File: src/hw/uarf_params.svh
// register offsets, field positions, reset values and rate divisors
`ifndef UARF_PARAMS_SVH
`define UARF_PARAMS_SVH

// ************************************************************
// register offsets
// ************************************************************
`define UARF_ADDR_POWER_CONTROL_REG 8'h87
`define UARF_ADDR_SERIAL_CONTROL_REG 8'h98
`define UARF_ADDR_SBUF 8'h99
`define UARF_ADDR_BAUD_CONTROL_REG 8'h9b
`define UARF_ADDR_SLAVE_ADDRESS 8'ha9
`define UARF_ADDR_SLAVE_ADDRESS_MASK 8'hb9
`define UARF_ADDR_IRQ_STAT 8'hc0
`define UARF_ADDR_IRQ_MASK 8'hc1
`define UARF_ADDR_TIMING 8'hc2

// ************************************************************
// field positions
// ************************************************************
`define UARF_SC_BIT7 7
`define UARF_SC_SM1 6
`define UARF_SC_MPE 5
`define UARF_SC_REN 4
`define UARF_SC_TB8 3
`define UARF_SC_RB8 2
`define UARF_SC_TI 1
`define UARF_SC_RI 0
`define UARF_PC_DOUBLE 7
`define UARF_PC_VIEW 6
`define UARF_BD_SRC 0
`define UARF_IRQ_RX 0
`define UARF_IRQ_TX 1
`define UARF_IRQ_FE 2

// ************************************************************
// reset values
// ************************************************************
`define UARF_RST_ADDR 8'h00
`define UARF_RST_MASK 8'h00
`define UARF_RST_BAUD_CONTROL_REG 5'h00

// ************************************************************
// mode 0 rate divisors and receive timing
// ************************************************************
`define UARF_DIV_FAST_SLOW 3'h4
`define UARF_DIV_FAST_DBL 3'h2
`define UARF_DIV_COMP_SLOW 3'h6
`define UARF_DIV_COMP_DBL 3'h3
`define UARF_DIV_T1_SLOW 3'h4
`define UARF_DIV_T1_DBL 3'h2
`define UARF_DIV_BRG_SLOW 3'h2
`define UARF_DIV_BRG_DBL 3'h1
`define UARF_M0_BITS 4'h8
`define UARF_SAMP_A 4'h7
`define UARF_SAMP_C 4'h9
`define UARF_SAMP_LAST 4'hf

`endif

File: src/hw/uarf_pkg.sv
// types shared by the serial port receive extensions
package uarf_pkg;

  typedef enum logic [1:0] {
    UARF_MODE0 = 2'b00,
    UARF_MODE1 = 2'b01,
    UARF_MODE2 = 2'b10,
    UARF_MODE3 = 2'b11
  } uarf_mode_e;

  typedef enum logic [1:0] {
    UARF_RX_IDLE = 2'b00,
    UARF_RX_START = 2'b01,
    UARF_RX_DATA = 2'b10,
    UARF_RX_STOP = 2'b11
  } uarf_rxst_e;

  typedef struct packed {
    logic [7:0] addr;
    logic [7:0] wdata;
    logic wr;
    logic rd;
  } uarf_bus_req_s;

endpackage

File: src/hw/uarf_core.sv
// serial port with framing error, address recognition and mode 0 rates
//
// Functional notes
// - missing stop bit sets framing error flag
// - control bit 7 view chosen by view select
// - framing error flag cleared only by software
// - framing error set whatever the view select
// - filtering only with enable in modes 1-3
// - mode 0 receive never gated by matching
// - nine-bit filter: ninth bit one, valid stop and match
// - mode 1 filter: valid stop and match
// - given match compares only masked bits
// - broadcast is address OR mask, zeros ignored
// - reset clears slave address and mask
// - mode 0 half duplex, data on rxd pin
// - mode 0 moves eight bits lsb first
// - fast mode 0 rate clock/4 or /2
// - compatibility mode 0 rate clock/6 or /3
// - timer overflow source divided by 4 or 2
// - generator overflow divided by 2 or 1
// - mode 1 load needs clear flag; stop only under filtering
`include "uarf_params.svh"
`timescale 1ns/1ps
`default_nettype none

module uarf_core
  import uarf_pkg::*;
(
  input wire logic mclk,
  input wire logic sys_rst,
  input wire uarf_bus_req_s bus_req,
  output logic [7:0] bus_rdata,
  input wire logic rx_tick16,
  input wire logic timer1_ovf,
  input wire logic brg_ovf,
  input wire logic rxd_i,
  output logic rxd_o,
  output logic rxd_oe,
  output logic txd_o,
  output logic irq
);

  // ************************************************************
  // register state
  // ************************************************************
  logic sm0_reg, fe_reg, sm1_reg, mpe_reg, ren_reg, tb8_reg, rb8_reg;
  logic ti_reg, ri_reg;
  logic [7:0] power_control_reg_reg, slave_address_reg, slave_address_mask_reg, sbuf_reg, rdata_reg;
  logic [4:0] baud_control_reg_reg;
  logic [2:0] stat_reg, mask_reg;
  logic compat_reg;
  logic wr_serial_control_reg, wr_sbuf;
  uarf_mode_e mode;

  assign wr_serial_control_reg = bus_req.wr && (bus_req.addr == `UARF_ADDR_SERIAL_CONTROL_REG);
  assign wr_sbuf = bus_req.wr && (bus_req.addr == `UARF_ADDR_SBUF);
  assign mode = uarf_mode_e'({sm0_reg, sm1_reg});

  // ************************************************************
  // input synchroniser
  // ************************************************************
  logic rxd_meta_reg, rxd_sync_reg, rxd_prev_reg;

  always_ff @(posedge mclk)
  begin
    if (sys_rst)
    begin
      rxd_meta_reg <= 1'b1;
      rxd_sync_reg <= 1'b1;
      rxd_prev_reg <= 1'b1;
    end
    else
    begin
      rxd_meta_reg <= rxd_i;
      rxd_sync_reg <= rxd_meta_reg;
      rxd_prev_reg <= rxd_sync_reg;
    end
  end

  // ************************************************************
  // frame receiver, modes 1 to 3
  // ************************************************************
  uarf_rxst_e rx_state_reg;
  logic [3:0] samp_cnt_reg, bit_cnt_reg, last_bit;
  logic [1:0] votes_reg;
  logic [8:0] rx_shift_reg;
  logic rx_stop_reg, rx_final_reg, bit_end, bit_val, start_edge;

  assign start_edge = rxd_prev_reg && !rxd_sync_reg && ren_reg
                      && (mode != UARF_MODE0);
  assign bit_end = rx_tick16 && (samp_cnt_reg == `UARF_SAMP_LAST);
  // two of three samples decide the bit
  assign bit_val = (votes_reg >= 2'h2);
  assign last_bit = (mode == UARF_MODE1) ? 4'h7 : 4'h8;

  always_ff @(posedge mclk)
  begin
    if (sys_rst)
    begin
      rx_state_reg <= UARF_RX_IDLE;
      samp_cnt_reg <= 4'h0;
      votes_reg <= 2'h0;
      bit_cnt_reg <= 4'h0;
      rx_shift_reg <= 9'h1ff;
      rx_stop_reg <= 1'b1;
      rx_final_reg <= 1'b0;
    end
    else
    begin
      rx_final_reg <= 1'b0;
      if (rx_state_reg == UARF_RX_IDLE)
      begin
        if (start_edge)
        begin
          rx_state_reg <= UARF_RX_START;
          samp_cnt_reg <= 4'h0;
          votes_reg <= 2'h0;
          bit_cnt_reg <= 4'h0;
          rx_shift_reg <= 9'h1ff;
        end
      end
      else if (rx_tick16)
      begin
        samp_cnt_reg <= samp_cnt_reg + 4'h1;
        if (samp_cnt_reg >= `UARF_SAMP_A && samp_cnt_reg <= `UARF_SAMP_C)
          votes_reg <= votes_reg + {1'b0, rxd_sync_reg};
        if (bit_end)
        begin
          votes_reg <= 2'h0;
          case (rx_state_reg)
            UARF_RX_START:
              rx_state_reg <= bit_val ? UARF_RX_IDLE : UARF_RX_DATA;
            UARF_RX_DATA:
            begin
              rx_shift_reg[bit_cnt_reg] <= bit_val;
              bit_cnt_reg <= bit_cnt_reg + 4'h1;
              if (bit_cnt_reg == last_bit)
                rx_state_reg <= UARF_RX_STOP;
            end
            UARF_RX_STOP:
            begin
              rx_stop_reg <= bit_val;
              rx_final_reg <= 1'b1;
              rx_state_reg <= UARF_RX_IDLE;
            end
            default:
              rx_state_reg <= UARF_RX_IDLE;
          endcase
        end
      end
    end
  end

  // ************************************************************
  // address recognition
  // ************************************************************
  logic [7:0] rx_byte;
  logic rx_ninth, filt_on, given_hit, bcast_hit, addr_hit, rx_load, fe_set;

  assign rx_byte = rx_shift_reg[7:0];
  // mode 1 has no ninth data bit, the stop bit stands in
  assign rx_ninth = (mode == UARF_MODE1) ? rx_stop_reg : rx_shift_reg[8];
  assign filt_on = mpe_reg && (mode != UARF_MODE0);
  assign given_hit = (((rx_byte ^ slave_address_reg) & slave_address_mask_reg) == 8'h00);
  assign bcast_hit = (((~rx_byte) & (slave_address_reg | slave_address_mask_reg)) == 8'h00);
  assign addr_hit = given_hit || bcast_hit;
  // load gating
  // nine-bit modes also want a valid stop bit under filtering
  assign rx_load = rx_final_reg && !ri_reg
                   && (!filt_on || (rx_ninth && addr_hit && rx_stop_reg));
  assign fe_set = rx_final_reg && !rx_stop_reg;

  // ************************************************************
  // mode 0 rate generation
  // ************************************************************
  logic src_tick, m0_tick;
  logic [2:0] div_sel, div_cnt_reg;

  always_comb
  begin
    if (baud_control_reg_reg[`UARF_BD_SRC])
    begin
      src_tick = brg_ovf;
      div_sel = power_control_reg_reg[`UARF_PC_DOUBLE] ? `UARF_DIV_BRG_DBL
                                          : `UARF_DIV_BRG_SLOW;
    end
    else if (tb8_reg)
    begin
      src_tick = timer1_ovf;
      div_sel = power_control_reg_reg[`UARF_PC_DOUBLE] ? `UARF_DIV_T1_DBL
                                          : `UARF_DIV_T1_SLOW;
    end
    else if (compat_reg)
    begin
      src_tick = 1'b1;
      div_sel = power_control_reg_reg[`UARF_PC_DOUBLE] ? `UARF_DIV_COMP_DBL
                                          : `UARF_DIV_COMP_SLOW;
    end
    else
    begin
      src_tick = 1'b1;
      div_sel = power_control_reg_reg[`UARF_PC_DOUBLE] ? `UARF_DIV_FAST_DBL
                                          : `UARF_DIV_FAST_SLOW;
    end
  end

  // counter may exceed a freshly lowered divisor; the >= wraps it
  assign m0_tick = src_tick && (div_cnt_reg >= div_sel - 3'h1);

  always_ff @(posedge mclk)
  begin
    if (sys_rst)
      div_cnt_reg <= 3'h0;
    else if (m0_tick)
      div_cnt_reg <= 3'h0;
    else if (src_tick)
      div_cnt_reg <= div_cnt_reg + 3'h1;
  end

  // ************************************************************
  // mode 0 shifter
  // ************************************************************
  logic m0_busy_reg, m0_tx_reg, m0_low_reg, m0_tx_done, m0_rx_done;
  logic m0_tx_start, m0_rx_start;
  logic [3:0] m0_cnt_reg;
  logic [7:0] m0_sh_reg;

  assign m0_tx_start = wr_sbuf && (mode == UARF_MODE0) && !m0_busy_reg;
  assign m0_rx_start = (mode == UARF_MODE0) && ren_reg && !ri_reg
                       && !m0_busy_reg && !m0_tx_start;
  assign m0_tx_done = m0_busy_reg && m0_tx_reg && !m0_low_reg && m0_tick
                      && (m0_cnt_reg == `UARF_M0_BITS);
  assign m0_rx_done = m0_busy_reg && !m0_tx_reg && !m0_low_reg && m0_tick
                      && (m0_cnt_reg == `UARF_M0_BITS);

  // half duplex, lsb first, eight bits
  always_ff @(posedge mclk)
  begin
    if (sys_rst)
    begin
      m0_busy_reg <= 1'b0;
      m0_tx_reg <= 1'b0;
      m0_low_reg <= 1'b0;
      m0_cnt_reg <= 4'h0;
      m0_sh_reg <= 8'hff;
    end
    else if (!m0_busy_reg)
    begin
      m0_low_reg <= 1'b0;
      m0_cnt_reg <= 4'h0;
      if (m0_tx_start || m0_rx_start)
      begin
        m0_busy_reg <= 1'b1;
        m0_tx_reg <= m0_tx_start;
        m0_sh_reg <= m0_tx_start ? bus_req.wdata : 8'hff;
      end
    end
    else if (m0_low_reg)
    begin
      // clock rises here; sampled data lags the pin by the synchroniser
      m0_low_reg <= 1'b0;
      m0_sh_reg <= {m0_tx_reg ? 1'b0 : rxd_sync_reg, m0_sh_reg[7:1]};
      m0_cnt_reg <= m0_cnt_reg + 4'h1;
    end
    else if (m0_tick)
    begin
      if (m0_cnt_reg == `UARF_M0_BITS)
        m0_busy_reg <= 1'b0;
      else
        m0_low_reg <= 1'b1;
    end
  end

  assign txd_o = (mode == UARF_MODE0) ? ~m0_low_reg : 1'b1;
  assign rxd_o = m0_sh_reg[0];
  assign rxd_oe = m0_busy_reg && m0_tx_reg;

  // ************************************************************
  // serial control register
  // ************************************************************
  always_ff @(posedge mclk)
  begin
    if (sys_rst)
    begin
      sm0_reg <= 1'b0;
      sm1_reg <= 1'b0;
      mpe_reg <= 1'b0;
      ren_reg <= 1'b0;
      tb8_reg <= 1'b0;
    end
    else if (wr_serial_control_reg)
    begin
      if (!power_control_reg_reg[`UARF_PC_VIEW])
        sm0_reg <= bus_req.wdata[`UARF_SC_BIT7];
      sm1_reg <= bus_req.wdata[`UARF_SC_SM1];
      mpe_reg <= bus_req.wdata[`UARF_SC_MPE];
      ren_reg <= bus_req.wdata[`UARF_SC_REN];
      tb8_reg <= bus_req.wdata[`UARF_SC_TB8];
    end
  end

  // set in any view, software clear only
  always_ff @(posedge mclk)
  begin
    if (sys_rst)
      fe_reg <= 1'b0;
    else if (fe_set)
      fe_reg <= 1'b1;
    else if (wr_serial_control_reg && power_control_reg_reg[`UARF_PC_VIEW])
      fe_reg <= bus_req.wdata[`UARF_SC_BIT7];
  end

  always_ff @(posedge mclk)
  begin
    if (sys_rst)
    begin
      ri_reg <= 1'b0;
      ti_reg <= 1'b0;
      rb8_reg <= 1'b0;
      sbuf_reg <= 8'h00;
    end
    else
    begin
      ri_reg <= rx_load || m0_rx_done
                || (wr_serial_control_reg ? bus_req.wdata[`UARF_SC_RI] : ri_reg);
      ti_reg <= m0_tx_done
                || (wr_serial_control_reg ? bus_req.wdata[`UARF_SC_TI] : ti_reg);
      if (rx_load)
      begin
        sbuf_reg <= rx_byte;
        rb8_reg <= rx_ninth;
      end
      else if (m0_rx_done)
        sbuf_reg <= m0_sh_reg;
      else if (wr_serial_control_reg)
        rb8_reg <= bus_req.wdata[`UARF_SC_RB8];
    end
  end

  // ************************************************************
  // other registers
  // ************************************************************
  // address and mask reset
  always_ff @(posedge mclk)
  begin
    if (sys_rst)
    begin
      slave_address_reg <= `UARF_RST_ADDR;
      slave_address_mask_reg <= `UARF_RST_MASK;
    end
    else if (bus_req.wr)
    begin
      if (bus_req.addr == `UARF_ADDR_SLAVE_ADDRESS)
        slave_address_reg <= bus_req.wdata;
      if (bus_req.addr == `UARF_ADDR_SLAVE_ADDRESS_MASK)
        slave_address_mask_reg <= bus_req.wdata;
    end
  end

  always_ff @(posedge mclk)
  begin
    if (sys_rst)
    begin
      power_control_reg_reg <= 8'h00;
      baud_control_reg_reg <= `UARF_RST_BAUD_CONTROL_REG;
      mask_reg <= 3'h0;
      compat_reg <= 1'b0;
    end
    else if (bus_req.wr)
    begin
      if (bus_req.addr == `UARF_ADDR_POWER_CONTROL_REG)
        power_control_reg_reg <= bus_req.wdata;
      if (bus_req.addr == `UARF_ADDR_BAUD_CONTROL_REG)
        baud_control_reg_reg <= bus_req.wdata[4:0];
      if (bus_req.addr == `UARF_ADDR_IRQ_MASK)
        mask_reg <= bus_req.wdata[2:0];
      if (bus_req.addr == `UARF_ADDR_TIMING)
        compat_reg <= bus_req.wdata[0];
    end
  end

  // sticky events; a new event wins over a write-one clear
  always_ff @(posedge mclk)
  begin
    if (sys_rst)
      stat_reg <= 3'h0;
    else
      stat_reg <= {fe_set, m0_tx_done, rx_load || m0_rx_done}
                  | (stat_reg & ~((bus_req.wr
                     && bus_req.addr == `UARF_ADDR_IRQ_STAT)
                     ? bus_req.wdata[2:0] : 3'h0));
  end

  assign irq = |(stat_reg & mask_reg);

  // ************************************************************
  // read port
  // ************************************************************
  always_ff @(posedge mclk)
  begin
    if (sys_rst)
      rdata_reg <= 8'h00;
    else if (bus_req.rd)
    begin
      case (bus_req.addr)
        `UARF_ADDR_SERIAL_CONTROL_REG:
          rdata_reg <= {power_control_reg_reg[`UARF_PC_VIEW] ? fe_reg : sm0_reg,
                        sm1_reg, mpe_reg, ren_reg, tb8_reg, rb8_reg,
                        ti_reg, ri_reg};
        `UARF_ADDR_SBUF: rdata_reg <= sbuf_reg;
        `UARF_ADDR_POWER_CONTROL_REG: rdata_reg <= power_control_reg_reg;
        `UARF_ADDR_BAUD_CONTROL_REG: rdata_reg <= {3'h0, baud_control_reg_reg};
        `UARF_ADDR_SLAVE_ADDRESS: rdata_reg <= slave_address_reg;
        `UARF_ADDR_SLAVE_ADDRESS_MASK: rdata_reg <= slave_address_mask_reg;
        `UARF_ADDR_IRQ_STAT: rdata_reg <= {5'h00, stat_reg};
        `UARF_ADDR_IRQ_MASK: rdata_reg <= {5'h00, mask_reg};
        `UARF_ADDR_TIMING: rdata_reg <= {7'h00, compat_reg};
        default: rdata_reg <= 8'h00;
      endcase
    end
  end

  assign bus_rdata = rdata_reg;
endmodule

`default_nettype wire

File: config.mk
export PLATFORM = sky130hd
export DESIGN_NAME = uarf_core
export DESIGN_NICKNAME = d
export VERILOG_FILES = /design/src/hw/uarf_pkg.sv /design/src/hw/uarf_core.sv
export VERILOG_INCLUDE_DIRS = /design/src /design/src/hw
export SDC_FILE = /design/constraint.sdc
export NUM_CORES = 1
export LEC_CHECK = 0
export BUFFER_PORTS_ARGS = -buffer_cell sky130_fd_sc_hd__buf_2
export CAP_MARGIN = 25
export CORE_MARGIN = 3
export CORE_UTILIZATION = 45
export DETAILED_ROUTE_END_ITERATION = 7
export GPL_TIMING_DRIVEN = 0
export HOLD_SLACK_MARGIN = 0.05
export PLACE_DENSITY_LB_ADDON = 0.08
export SLEW_MARGIN = 20
export SYNTH_ARGS = -nofsm -noshare
export SYNTH_HDL_FRONTEND = slang
export SYNTH_SLANG_ARGS = --single-unit
File: constraint.sdc
create_clock -name mclk -period 2.9 [get_ports mclk]
set_input_delay 0.29 -clock mclk [delete_from_list [all_inputs] [get_ports mclk]]
set_output_delay 0.29 -clock mclk [all_outputs]
set_load 0.1 [all_outputs]
### Yosys cells after proc, flatten, opt, wreduce, memory -nomap -nowiden

Cells that the tools add are included.
Widths: inputs -> output; s select.

* input bits: 24
* register bits after elaboration: 105
* word-level logic and storage cells: 221
* output and inout bits: 12

* add/sub/neg operators: 6
* order comparisons: 6
* reductions and logical operators: 78
* equality and inequality tests: 20
* multiplexer cells: 61
* bitwise logic cells: 16

Operators by type and width (number)
* $eq 8x8->1 const B: 9
* $pmux 8 s9: 1
* $mux 8: 6
* $mux 9: 5
* $mux 4: 8
* $logic_and 1x1->1: 31
* $mux 2: 12
* $reduce_and 2->1: 11
* $mux 1: 20
* $mux 3: 6
* $and 8x8->8: 2
* $logic_not 8->1: 2
* $reduce_bool 2->1: 8
* $add 4x1->4 const B: 3
* $reduce_and 4->1: 3
* $bwmux 9: 1
* $eq 4x4->1 const B: 2
* $logic_not 1->1: 8
* $not 8->8: 1
* $or 8x8->8: 1
* $reduce_or 4->1: 2
* $xor 8x8->8: 1
* $not 1->1: 7
* $and 3x3->3: 2
* other kinds (25): 35

### Logic depth before layout (Yosys ltp)

Gate-level depths: netlist (run 1).

* depth after elaboration: 11
* depth in mapped cells: 12
* gate-level depth less buffers: 11

### Worst setup path after synthesis (run 1)

No wires, ideal clock.

* kind: flip-flop to flip-flop
* start point: register compat_reg
* end point: register sbuf_reg[2]
* cell stages (with the launch flop): 13
* buffers on the path: 1
* arrival time: 2301 ps
* data required time: 2828 ps
* slack: 527 ps
* path through: dfxtp_1 -> nor2b_1 -> nor3_1 -> a21o_1 -> ha_1 -> xnor2_1 -> ha_1 -> nand2_1 -> o21ai_0 -> clkbuf_1 -> nand3_1 -> a21o_1 -> mux2i_1

* cells in the longest elaborated chain, start to end: 9

Ends and longest elaborated chain
* from (decl): line uarf_core.sv:51 `logic compat_reg;`
* from (signal assigned): line uarf_core.sv:378 `compat_reg <= bus_req.wdata[0];`
* $mux 3: line uarf_core.sv:193 `else if (compat_reg)`
* $mux 3: line uarf_core.sv:187 `else if (tb8_reg)`
* $mux 3: line uarf_core.sv:181 `` if (baud_control_reg_reg[`UARF_BD_SRC]) ``
* $sub 3x1->3: line uarf_core.sv:208 `assign m0_tick = src_tick && (div_cnt_reg >= div_sel - 3'h1);`
* $ge 3x3->1: line uarf_core.sv:208
* $logic_and 1x1->1: line uarf_core.sv:208
* $logic_and 1x1->1 (2 in a row): line uarf_core.sv:233 `assign m0_rx_done = m0_busy_reg && !m0_tx_reg && !m0_low_reg && m0_tick`
* $reduce_bool 2->1 (no source line)
* to (signal assigned): line uarf_core.sv:330 `sbuf_reg <= rx_byte;`
* to (signal assigned): line uarf_core.sv:334 `sbuf_reg <= m0_sh_reg;`
* to (decl): line uarf_core.sv:48 `logic [7:0] power_control_reg_reg, slave_address_reg, slave_address_mask_reg, sbuf_reg, rdata_reg;`

Every way passes these cells.
A chain may end at the register's enable or synchronous reset.

### Worst setup path in the final report (run 1)

* start point: register compat_reg
* end point: register sbuf_reg[5]

The elaborated chain is that of the path after synthesis.

==> results, run 1 <==
- The number of nets in the synthesized netlist is slightly below 700.
- The die height is around 120 um.
- The floorplan step defined a die boundary enclosing between 10000 and 15000 um^2.
- The worst hold slack after final layout is around 0.12 ns.
- By startpoint and endpoint, the worst setup path is classified as reg2reg.
- Of the total synthesized cell area, the portion taken by AND, OR, NAND and NOR gates is ~23%.
- Measured against its own limit, the worst slew margin works out to a little over a third.
- Summing every instance area after synthesis gives 5570 um^2.
- Setup repair after global routing left no endpoint under its margin.
- STA classifies the critical path startpoint as a flip-flop.
- The count of pins over their slew limit is 0.
- Summing internal, switching and leakage power gives about 3 mW.
- The depth of the CTS H-tree is 3.
- The top achievable clock speed is approximately 370 MHz.
- The weighted congestion reported at the end of routability-driven placement is ~0.9.
- The worst register-to-register path begins at compat_reg.
- The standard-cell row count is 40.
- After detailed routing, no signal wire sits above met4.
- The number of enable flip-flop cells after synthesis is 0.
- Of the total synthesized cell area, the portion taken by XOR and XNOR cells is roughly 2.4%.
- The final count of negative-setup-slack endpoints is 0.
- The largest fanout on the critical path is 10.
- The routed design could run at a clock period as short as between 2 and 3 ns.
- The part of the Yosys area used for sequential elements is a little under two fifths.
- The first-pass GRT wire length is approximately 25000 um.
- The number of instances in the placed design is 848.
- The clock insertion delay at the later pin of the skew report is 0.36 ns.
- After synthesis the netlist holds a flip-flop and latch count of 105.
- The cell at the root of the clock tree is clkbuf_16.
- Before antenna repair, the detailed router went through 7 iterations.
- The area growth from synthesis to layout is 12.2%.
- The number of distinct library cells after synthesis is 71.
- The DRC violation count after routing is 0.
- Leaving out fill and tap cells, the most frequent cells in the layout are dfxtp_1 (105), nand2_1 (63), nor2_1 (56), mux2i_1 (46), buf_2 (41).
- The core region is between 10000 and 15000 um^2.
- Clock-pin slew was measured on the worst setup and hold paths at approximately 0.07 ns.
- The number of warnings reported in the yosys synthesis log is 0.
- The total setup buffers inserted after CTS is 0.
- The mean instance size in the synthesized netlist is around 8.6 um^2.
- The initial core utilization is a little under half.
- For this run, the total global-route usage over all layers was measured as a little under a quarter.
- The total met2 wirelength after detailed routing is about 7500 um.
- After the first detailed-routing iteration, the DRC count stood at 419.
- The register with the most flip-flops in the layout has 9 of them.
- The data arrival time of the critical path is roughly 3 ns.
- For the worst flop-to-flop path, the logic depth is 12.
- The synthesized netlist devotes a little under a fifth of its cell area to compound gates.
- In the routed layout, each cell is associated on average with a via count of approximately 5.8.
- The number of nets with antenna violations after detailed routing is 0.
- STA classifies the critical path endpoint as a flip-flop.
- The final critical path takes up approximately 93% of the cycle.
- The finished layout holds ~860 standard cells, fillers aside.
- Entering global routing, the biggest net connects 16 pins.
- The total overflow reported by the global router is 0.
- After detailed routing, the average wire length per cell comes to roughly 18 um.
- Detailed placement ended at an HPWL of around 12000 um.
- The clock tree skew after final layout is just over 0.006 ns.
- IR analysis of the VDD net gives a maximum drop of 342 uV.
- TritonCTS built the clock tree.
- The run finished with clean final reports.
- The capturing instance or port of the critical path is sbuf_reg[5].
- For this design the top-level I/O count stands at 36.
- The via count of the first global-routing pass was roughly 4600.
- In the final routing, the length of wire on met1 measures 7170 um.
- The max-capacitance violation count is 0.
- Clock tree synthesis inserted a total of 9 buffers.
- 0 antenna diodes ended up in the layout.
- The initial antenna violation count came to 0.
- Summed over all cells, the static leakage comes to between 2 and 2.5 nW.
- The capturing point of the worst reg2reg path is sbuf_reg[5].
- The fraction of synthesis flops using an asynchronous set or reset pin is 0%.
- The flip-flop cell with the highest count after synthesis is dfxtp_1.
- Clock tree synthesis found a total of 105 sinks.
- The via count is roughly 5000.
- The library cell used most frequently in the layout, excluding fill and tap cells, is dfxtp_1.
- The worst setup path startpoint is compat_reg.
- Setup slack on the worst reg-to-reg path comes out at 0.21 ns.
- The area share of fa/ha/maj cells after synthesis is between 4 and 5%.
- Data on the critical path is required at its endpoint by around 3.2 ns.
- The proportion of layout cells with a drive suffix above 1 is around an eighth.
- In this run the worst hold path is classified as in2reg.
- The sum of met3 wire segment lengths after detailed routing is slightly below 900 um.
- The number of hold violations in the final report came to 0.
- The cell area power density is between 400 and 500 nW/um^2.
- The actual slew at the worst max-slew pin is around 0.94 ns.
- The total detailed-routing wirelength is around 16000 um.
- The synthesized instance count is around 650.
- Measured against the total synthesized area, the mux share comes to 9.68%.
- By area, the combinational part of the netlist is dominated by simple AND/OR/NAND/NOR gates.
- In this run the deepest clock path goes through 2 buffers.
- The number of nets at the end of the flow is approximately 730.
- The number of port buffers is 32.
- The die is roughly 120 um wide.
## where the power goes
| part | internal [mW] | total [mW] | switching [mW] |
|---|---|---|---|
| Combinational | 0.0884 | 0.281 | 0.193 |
| Clock | 0.740 | 1.27 | 0.533 |
| Sequential | 1.46 | 1.47 | 0.0154 |
## cells in the mapped netlist (all sizes together) (2+ instances only)
library cell	instances	area [um^2]
nand3	38	200
o2bb2ai	6	52.6
inv	18	67.6
o21ai	28	140
or2	3	18.8
o21bai	6	45.0
o311a	2	31.3
nor2b	13	81.3
a22o	2	17.5
xor2	12	105
xnor2	3	26.3
a32oi	2	17.5
a221oi	2	17.5
nand2	64	248
or3	2	12.5
clkinv	2	7.51
o21a	2	15.0
dfxtp	105	2100
nand3b	4	30.0
and3	3	18.8
a21o	10	75.1
nand4	12	75.1
and3b	3	26.3
mux2i	46	460
a21boi	4	30.0
nor2	57	221
clkbuf	19	71.3
o311ai	2	17.5
and2	5	31.3
and4	4	35.0
a21oi	41	209
nor4	3	18.8
nand2b	10	62.6
mux2	7	78.8
o211ai	16	120
nor3	15	91.3
a22oi	7	52.6
buf	15	86.3
o22ai	10	62.6
a31oi	5	31.3
ha	19	238
nor3b	5	48.8
## area by class of cell
class	count	area, um^2
inverters	20	75.1
fillers	1180	5810
multi-input cells	489	3240
well taps	168	210
flip-flops and latches	105	2100
clock inverters	2	35.0
clock buffers	14	274
plain buffers	34	159
repair buffers	32	160
## layer usage
metal,GRT usage [%],vias up
li1,-,2434
met1,31.8,2365
met2,38.1,150
met3,5.30,24
met4,7.34,0
met5,0,-
## cell families (layout without fill, tap and decap cells)
logic type	count (synthesis)	in the layout
and+or+nand+nor	247	247
adders and majority gates	19	19
xor gates and xnor gates	15	15
DFF	105	105
AOI/OAI and AO/OA	155	155
buffers and inverters	54	102
muxes	53	53
## worst max-delay path: stages (launching register included)
cell      delay, ns
dfxtp_1        0.39
nor2b_1        0.19
nor3_1         0.07
a21o_1         0.16
ha_1           0.20
xnor2_1        0.13
ha_1           0.29
nand2_1        0.07
o21ai_1        0.37
clkbuf_2       0.33
nand3_1        0.16
a21o_1         0.18
mux2i_1        0.11
## worst min path at each step
stage            startpoint            to  slack (ns)  depth (start not counted)
6_report              rxd_i  rxd_meta_reg        0.12                          2
3_3_place_gp   rxd_meta_reg  rxd_sync_reg        0.40                          1
5_1_grt               rxd_i  rxd_meta_reg        0.12                          2
4_1_cts               rxd_i  rxd_meta_reg        0.11                          2
3_5_place_dp   rxd_meta_reg  rxd_sync_reg        0.40                          1
2_1_floorplan  rxd_meta_reg  rxd_sync_reg        0.39                          1
## what timing repair did
| action | in CTS | in global routing |
|---|---|---|
| hold buffers | 0 | 0 |
| setup endpoints to repair | 11 | 10 |
| resized for setup | 1 | 2 |
## stage by stage
stage | util, % | area, um^2 | worst slack [ns] | TNS [ns]
finish | 51.8 | 6250 | 0.209 | 0
global route | 51.8 | 6250 | 0.0117 | 0
CTS | 51.8 | 6250 | 0.00623 | 0
detailed placement | 49.3 | 5940 | -0.148 | -0.829
global placement | 49.3 | 5940 | -0.104 | -0.386
floorplan | - | 5570 | 0.527 | 0
Note: power is estimated with default switching activity, not from simulation.
==> inputs of run 2 (changes only) <==
CAP_MARGIN = not set   (was 25)
SETUP_SLACK_MARGIN = 0.4   (was not set)
==> run 2 against run 1 <==
Effect of this change:
- via count fell by 0.22%
- register-to-register slack improved by 0.27 ns
- design area rose by 1.2%
- combinational power rose by 31%
- largest cell class unchanged
- clock power barely moved
- total power rose by 2.8%
- first-iteration DRC count fell by 6.4%
- clock-buffer cell count did not move
- setup slack improved by 0.27 ns
- global-route usage rose by 0.50 points
- die area did not move
- highest routed layer unchanged
==> results, run 2 (same netlist as run 1, synthesis figures left out) <==
- The actual slew at the worst max-slew pin is 0.984 ns (+0.0435 ns).
- The critical path's slowest cell is dfxtp_2.
- The placeable core area is 12100 um^2 (unchanged).
- Setup repair after global routing could not meet its margin everywhere.
- The final period utilization is 83.6% (-9.2 points).
- Leaving out fill and tap cells, the most frequent cell in the layout is dfxtp_1.
- The worst setup path is captured at a flip-flop.
- The leakage power figure was 2.44 nW (+0.80%).
- The via count is 4962 (-0.22%).
- The flip-flop count of the largest register, all copies and words added is 9 (unchanged).
- The flop-to-flop setup slack was 0.47 ns (+0.27 ns).
- The number of nets with antenna violations after detailed routing came to 0 (unchanged).
- The total overflow reported by the global router is 0 (unchanged).
- The die width is 117 um (unchanged).
- By startpoint and endpoint, the worst setup path is classified as reg2reg.
- The cell area power density is 492 nW/um^2 (+1.6%).
- The final count of negative-setup-slack endpoints came to 0 (unchanged).
- The largest fanout on the critical path is 3 (-7).
- The count of clock tree sinks came to 105 (unchanged).
- The number of nets at the end of the flow is 736 (+0.27%).
- The tree is rooted in a clkbuf_16.
- The clock tree buffer depth came to 2 (unchanged).
- The number of buffers inserted by hold repair at cts is 0 (unchanged).
- The DRC violation count after routing came to 0 (unchanged).
- The required arrival time at the worst endpoint is 3.10 ns (-0.09 ns).
- The final core utilization is 52.4% (+0.60 points).
- The global router's overall resource usage is 24.2% (+0.50 points).
- The standard-cell row count was 40 (unchanged).
- The max-capacitance violation count came to 0 (unchanged).
- The first-pass iteration count of the detailed router is 5 (-2).
- The total detailed-routing wirelength is 16100 um (+1.9%).
- The number of inserted diodes is 0 (unchanged).
- The largest net degree at the start of global routing is 16 (unchanged).
- The maximum vdd drop is 341 uV (-0.24%).
- The top achievable clock speed is 412 MHz (+11%).
- The worst hold slack after final layout came to 0.120 ns (+0.00358 ns).
- The time the worst path needs with I/O delays and setup is 2.43 ns (-0.266 ns).
- In this run the worst hold path is classified as in2reg.
- The top cell types in the final layout, fill and taps aside, are dfxtp_1 (101), nand2_1 (62), nor2_1 (56), mux2i_1 (46), buf_2 (41).
- The setup total negative slack was 0 ns (unchanged).
- The clock tree from TritonCTS is yes.
- The number of port buffers is 32 (unchanged).
- The ratio of routed vias to standard cells is 5.73 (-0.45%).
- The clock insertion delay at the later pin of the skew report came to 0.35 ns (about the same).
- The dominant delay contributor by cell family on the critical path is compound AO/OA/AOI/OAI gates.
- The remaining max-slew budget at the tightest pin is 33.6% (-2.9 points).
- The placed wire-length estimate is 11700 um (unchanged).
- The area growth from synthesis to layout is 13.5%.
- The first-pass GRT wire length is 25200 um (+1.6%).
- The proportion of layout cells with a drive suffix above 1 is 13.6% (+1.8 points).
- The first-iteration detailed-routing DRC count is 392 (-6.4%).
- The average wire length per cell after detail routing is 18.6 um (+1.6%).
- The clock-pin slew on the worst setup and hold paths was 0.07 ns (about the same).
- The setup slack after layout is 0.474 ns (+0.266 ns).
- The data arrival time of the critical path is 2.63 ns (-0.35 ns).
- The buffering stage count on the worst path with inverters included is 1 (unchanged).
- The initial core utilization is 46.2% (unchanged).
- The CTS buffer count was 9 (unchanged).
- The weighted congestion reported at the end of routability-driven placement is 0.890 (unchanged).
- The I/O pin count is 36 (unchanged).
- The full die area was 13700 um^2 (unchanged).
- The pre-CTS worst setup slack was -0.148 ns (unchanged).
- The clock tree skew after final layout came to 0.00904 ns (+0.00301 ns).
- The flow ran to the end, and the final reports show no timing, DRC or antenna violations.
- The delay of the slowest cell on the worst path is 0.36 ns (-0.03 ns).
- The critical path goes through nor2b_4 > nor3_1 > a21o_1 > ha_2 > xnor2_1 > ha_1 > a21oi_4 > o21ai_4 > buf_6 > a21oi_2 > mux2i_1 > a21oi_1.
- The number of hold violations in the final report is 0 (unchanged).
- The overall power is 3.11 mW (+2.8%).
- The die height is 117 um (unchanged).
- The count of pins over their slew limit came to 0 (unchanged).
- The via count of the first global-routing pass was 4637 (+1.0%).
- The depth of the CTS H-tree is 3 (unchanged).
- The initial antenna violation count is 0 (unchanged).
- The worst setup path is launched from a flip-flop.
==> run 2: per-layer routing <==
layer	routed length (um)	vias to the layer above	GRT usage [%]	part of all wire, %
li1	-	2440	-	-
met1	7310	2345	32.5	45
met2	7480	145	38.9	46
met3	908	32	5.30	5.6
met4	425	0	7.65	2.6
met5	0	-	0	0
==> run 2: where the power goes <==
part	switching, mW	internal, mW
Clock	0.533	0.740
Sequential	0.0152	1.46
Combinational	0.238	0.128
Total	0.786	2.33
==> run 2: final timing paths <==
kind / to / depth (start not counted) / start
hold / removal: rxd_meta_reg / 2 / rxd_i
hold reg to reg: rxd_sync_reg / 1 / rxd_meta_reg
setup reg to reg: rb8_reg / 12 / compat_reg
setup / recovery: rb8_reg / 12 / compat_reg
==> run 2: layout make-up <==
class	instances	area, um^2
Buffer	34	165
Fill cell	1177	5740
Tap cell	168	210
Multi-Input combinational cell	490	3290
Clock buffer	14	274
Clock inverter	2	35.0
Timing Repair Buffer	33	171
Sequential cell	105	2110
Inverter	20	75.1
==> run 2: stage by stage <==
step / cells / cell area [um^2]
floorplan: 648 / 5570
global placement: 848 / 5940
detailed placement: 848 / 5940
CTS: 866 / 6290
global route: 866 / 6320
finish: 866 / 6320
==> run 2: repair_timing <==
item | CTS | global route
gates cloned | 1 | 0
buffers inserted | 1 | 0
gates resized for setup | 9 | 13
pin swaps | 1 | 2
setup endpoints to repair | 14 | 18
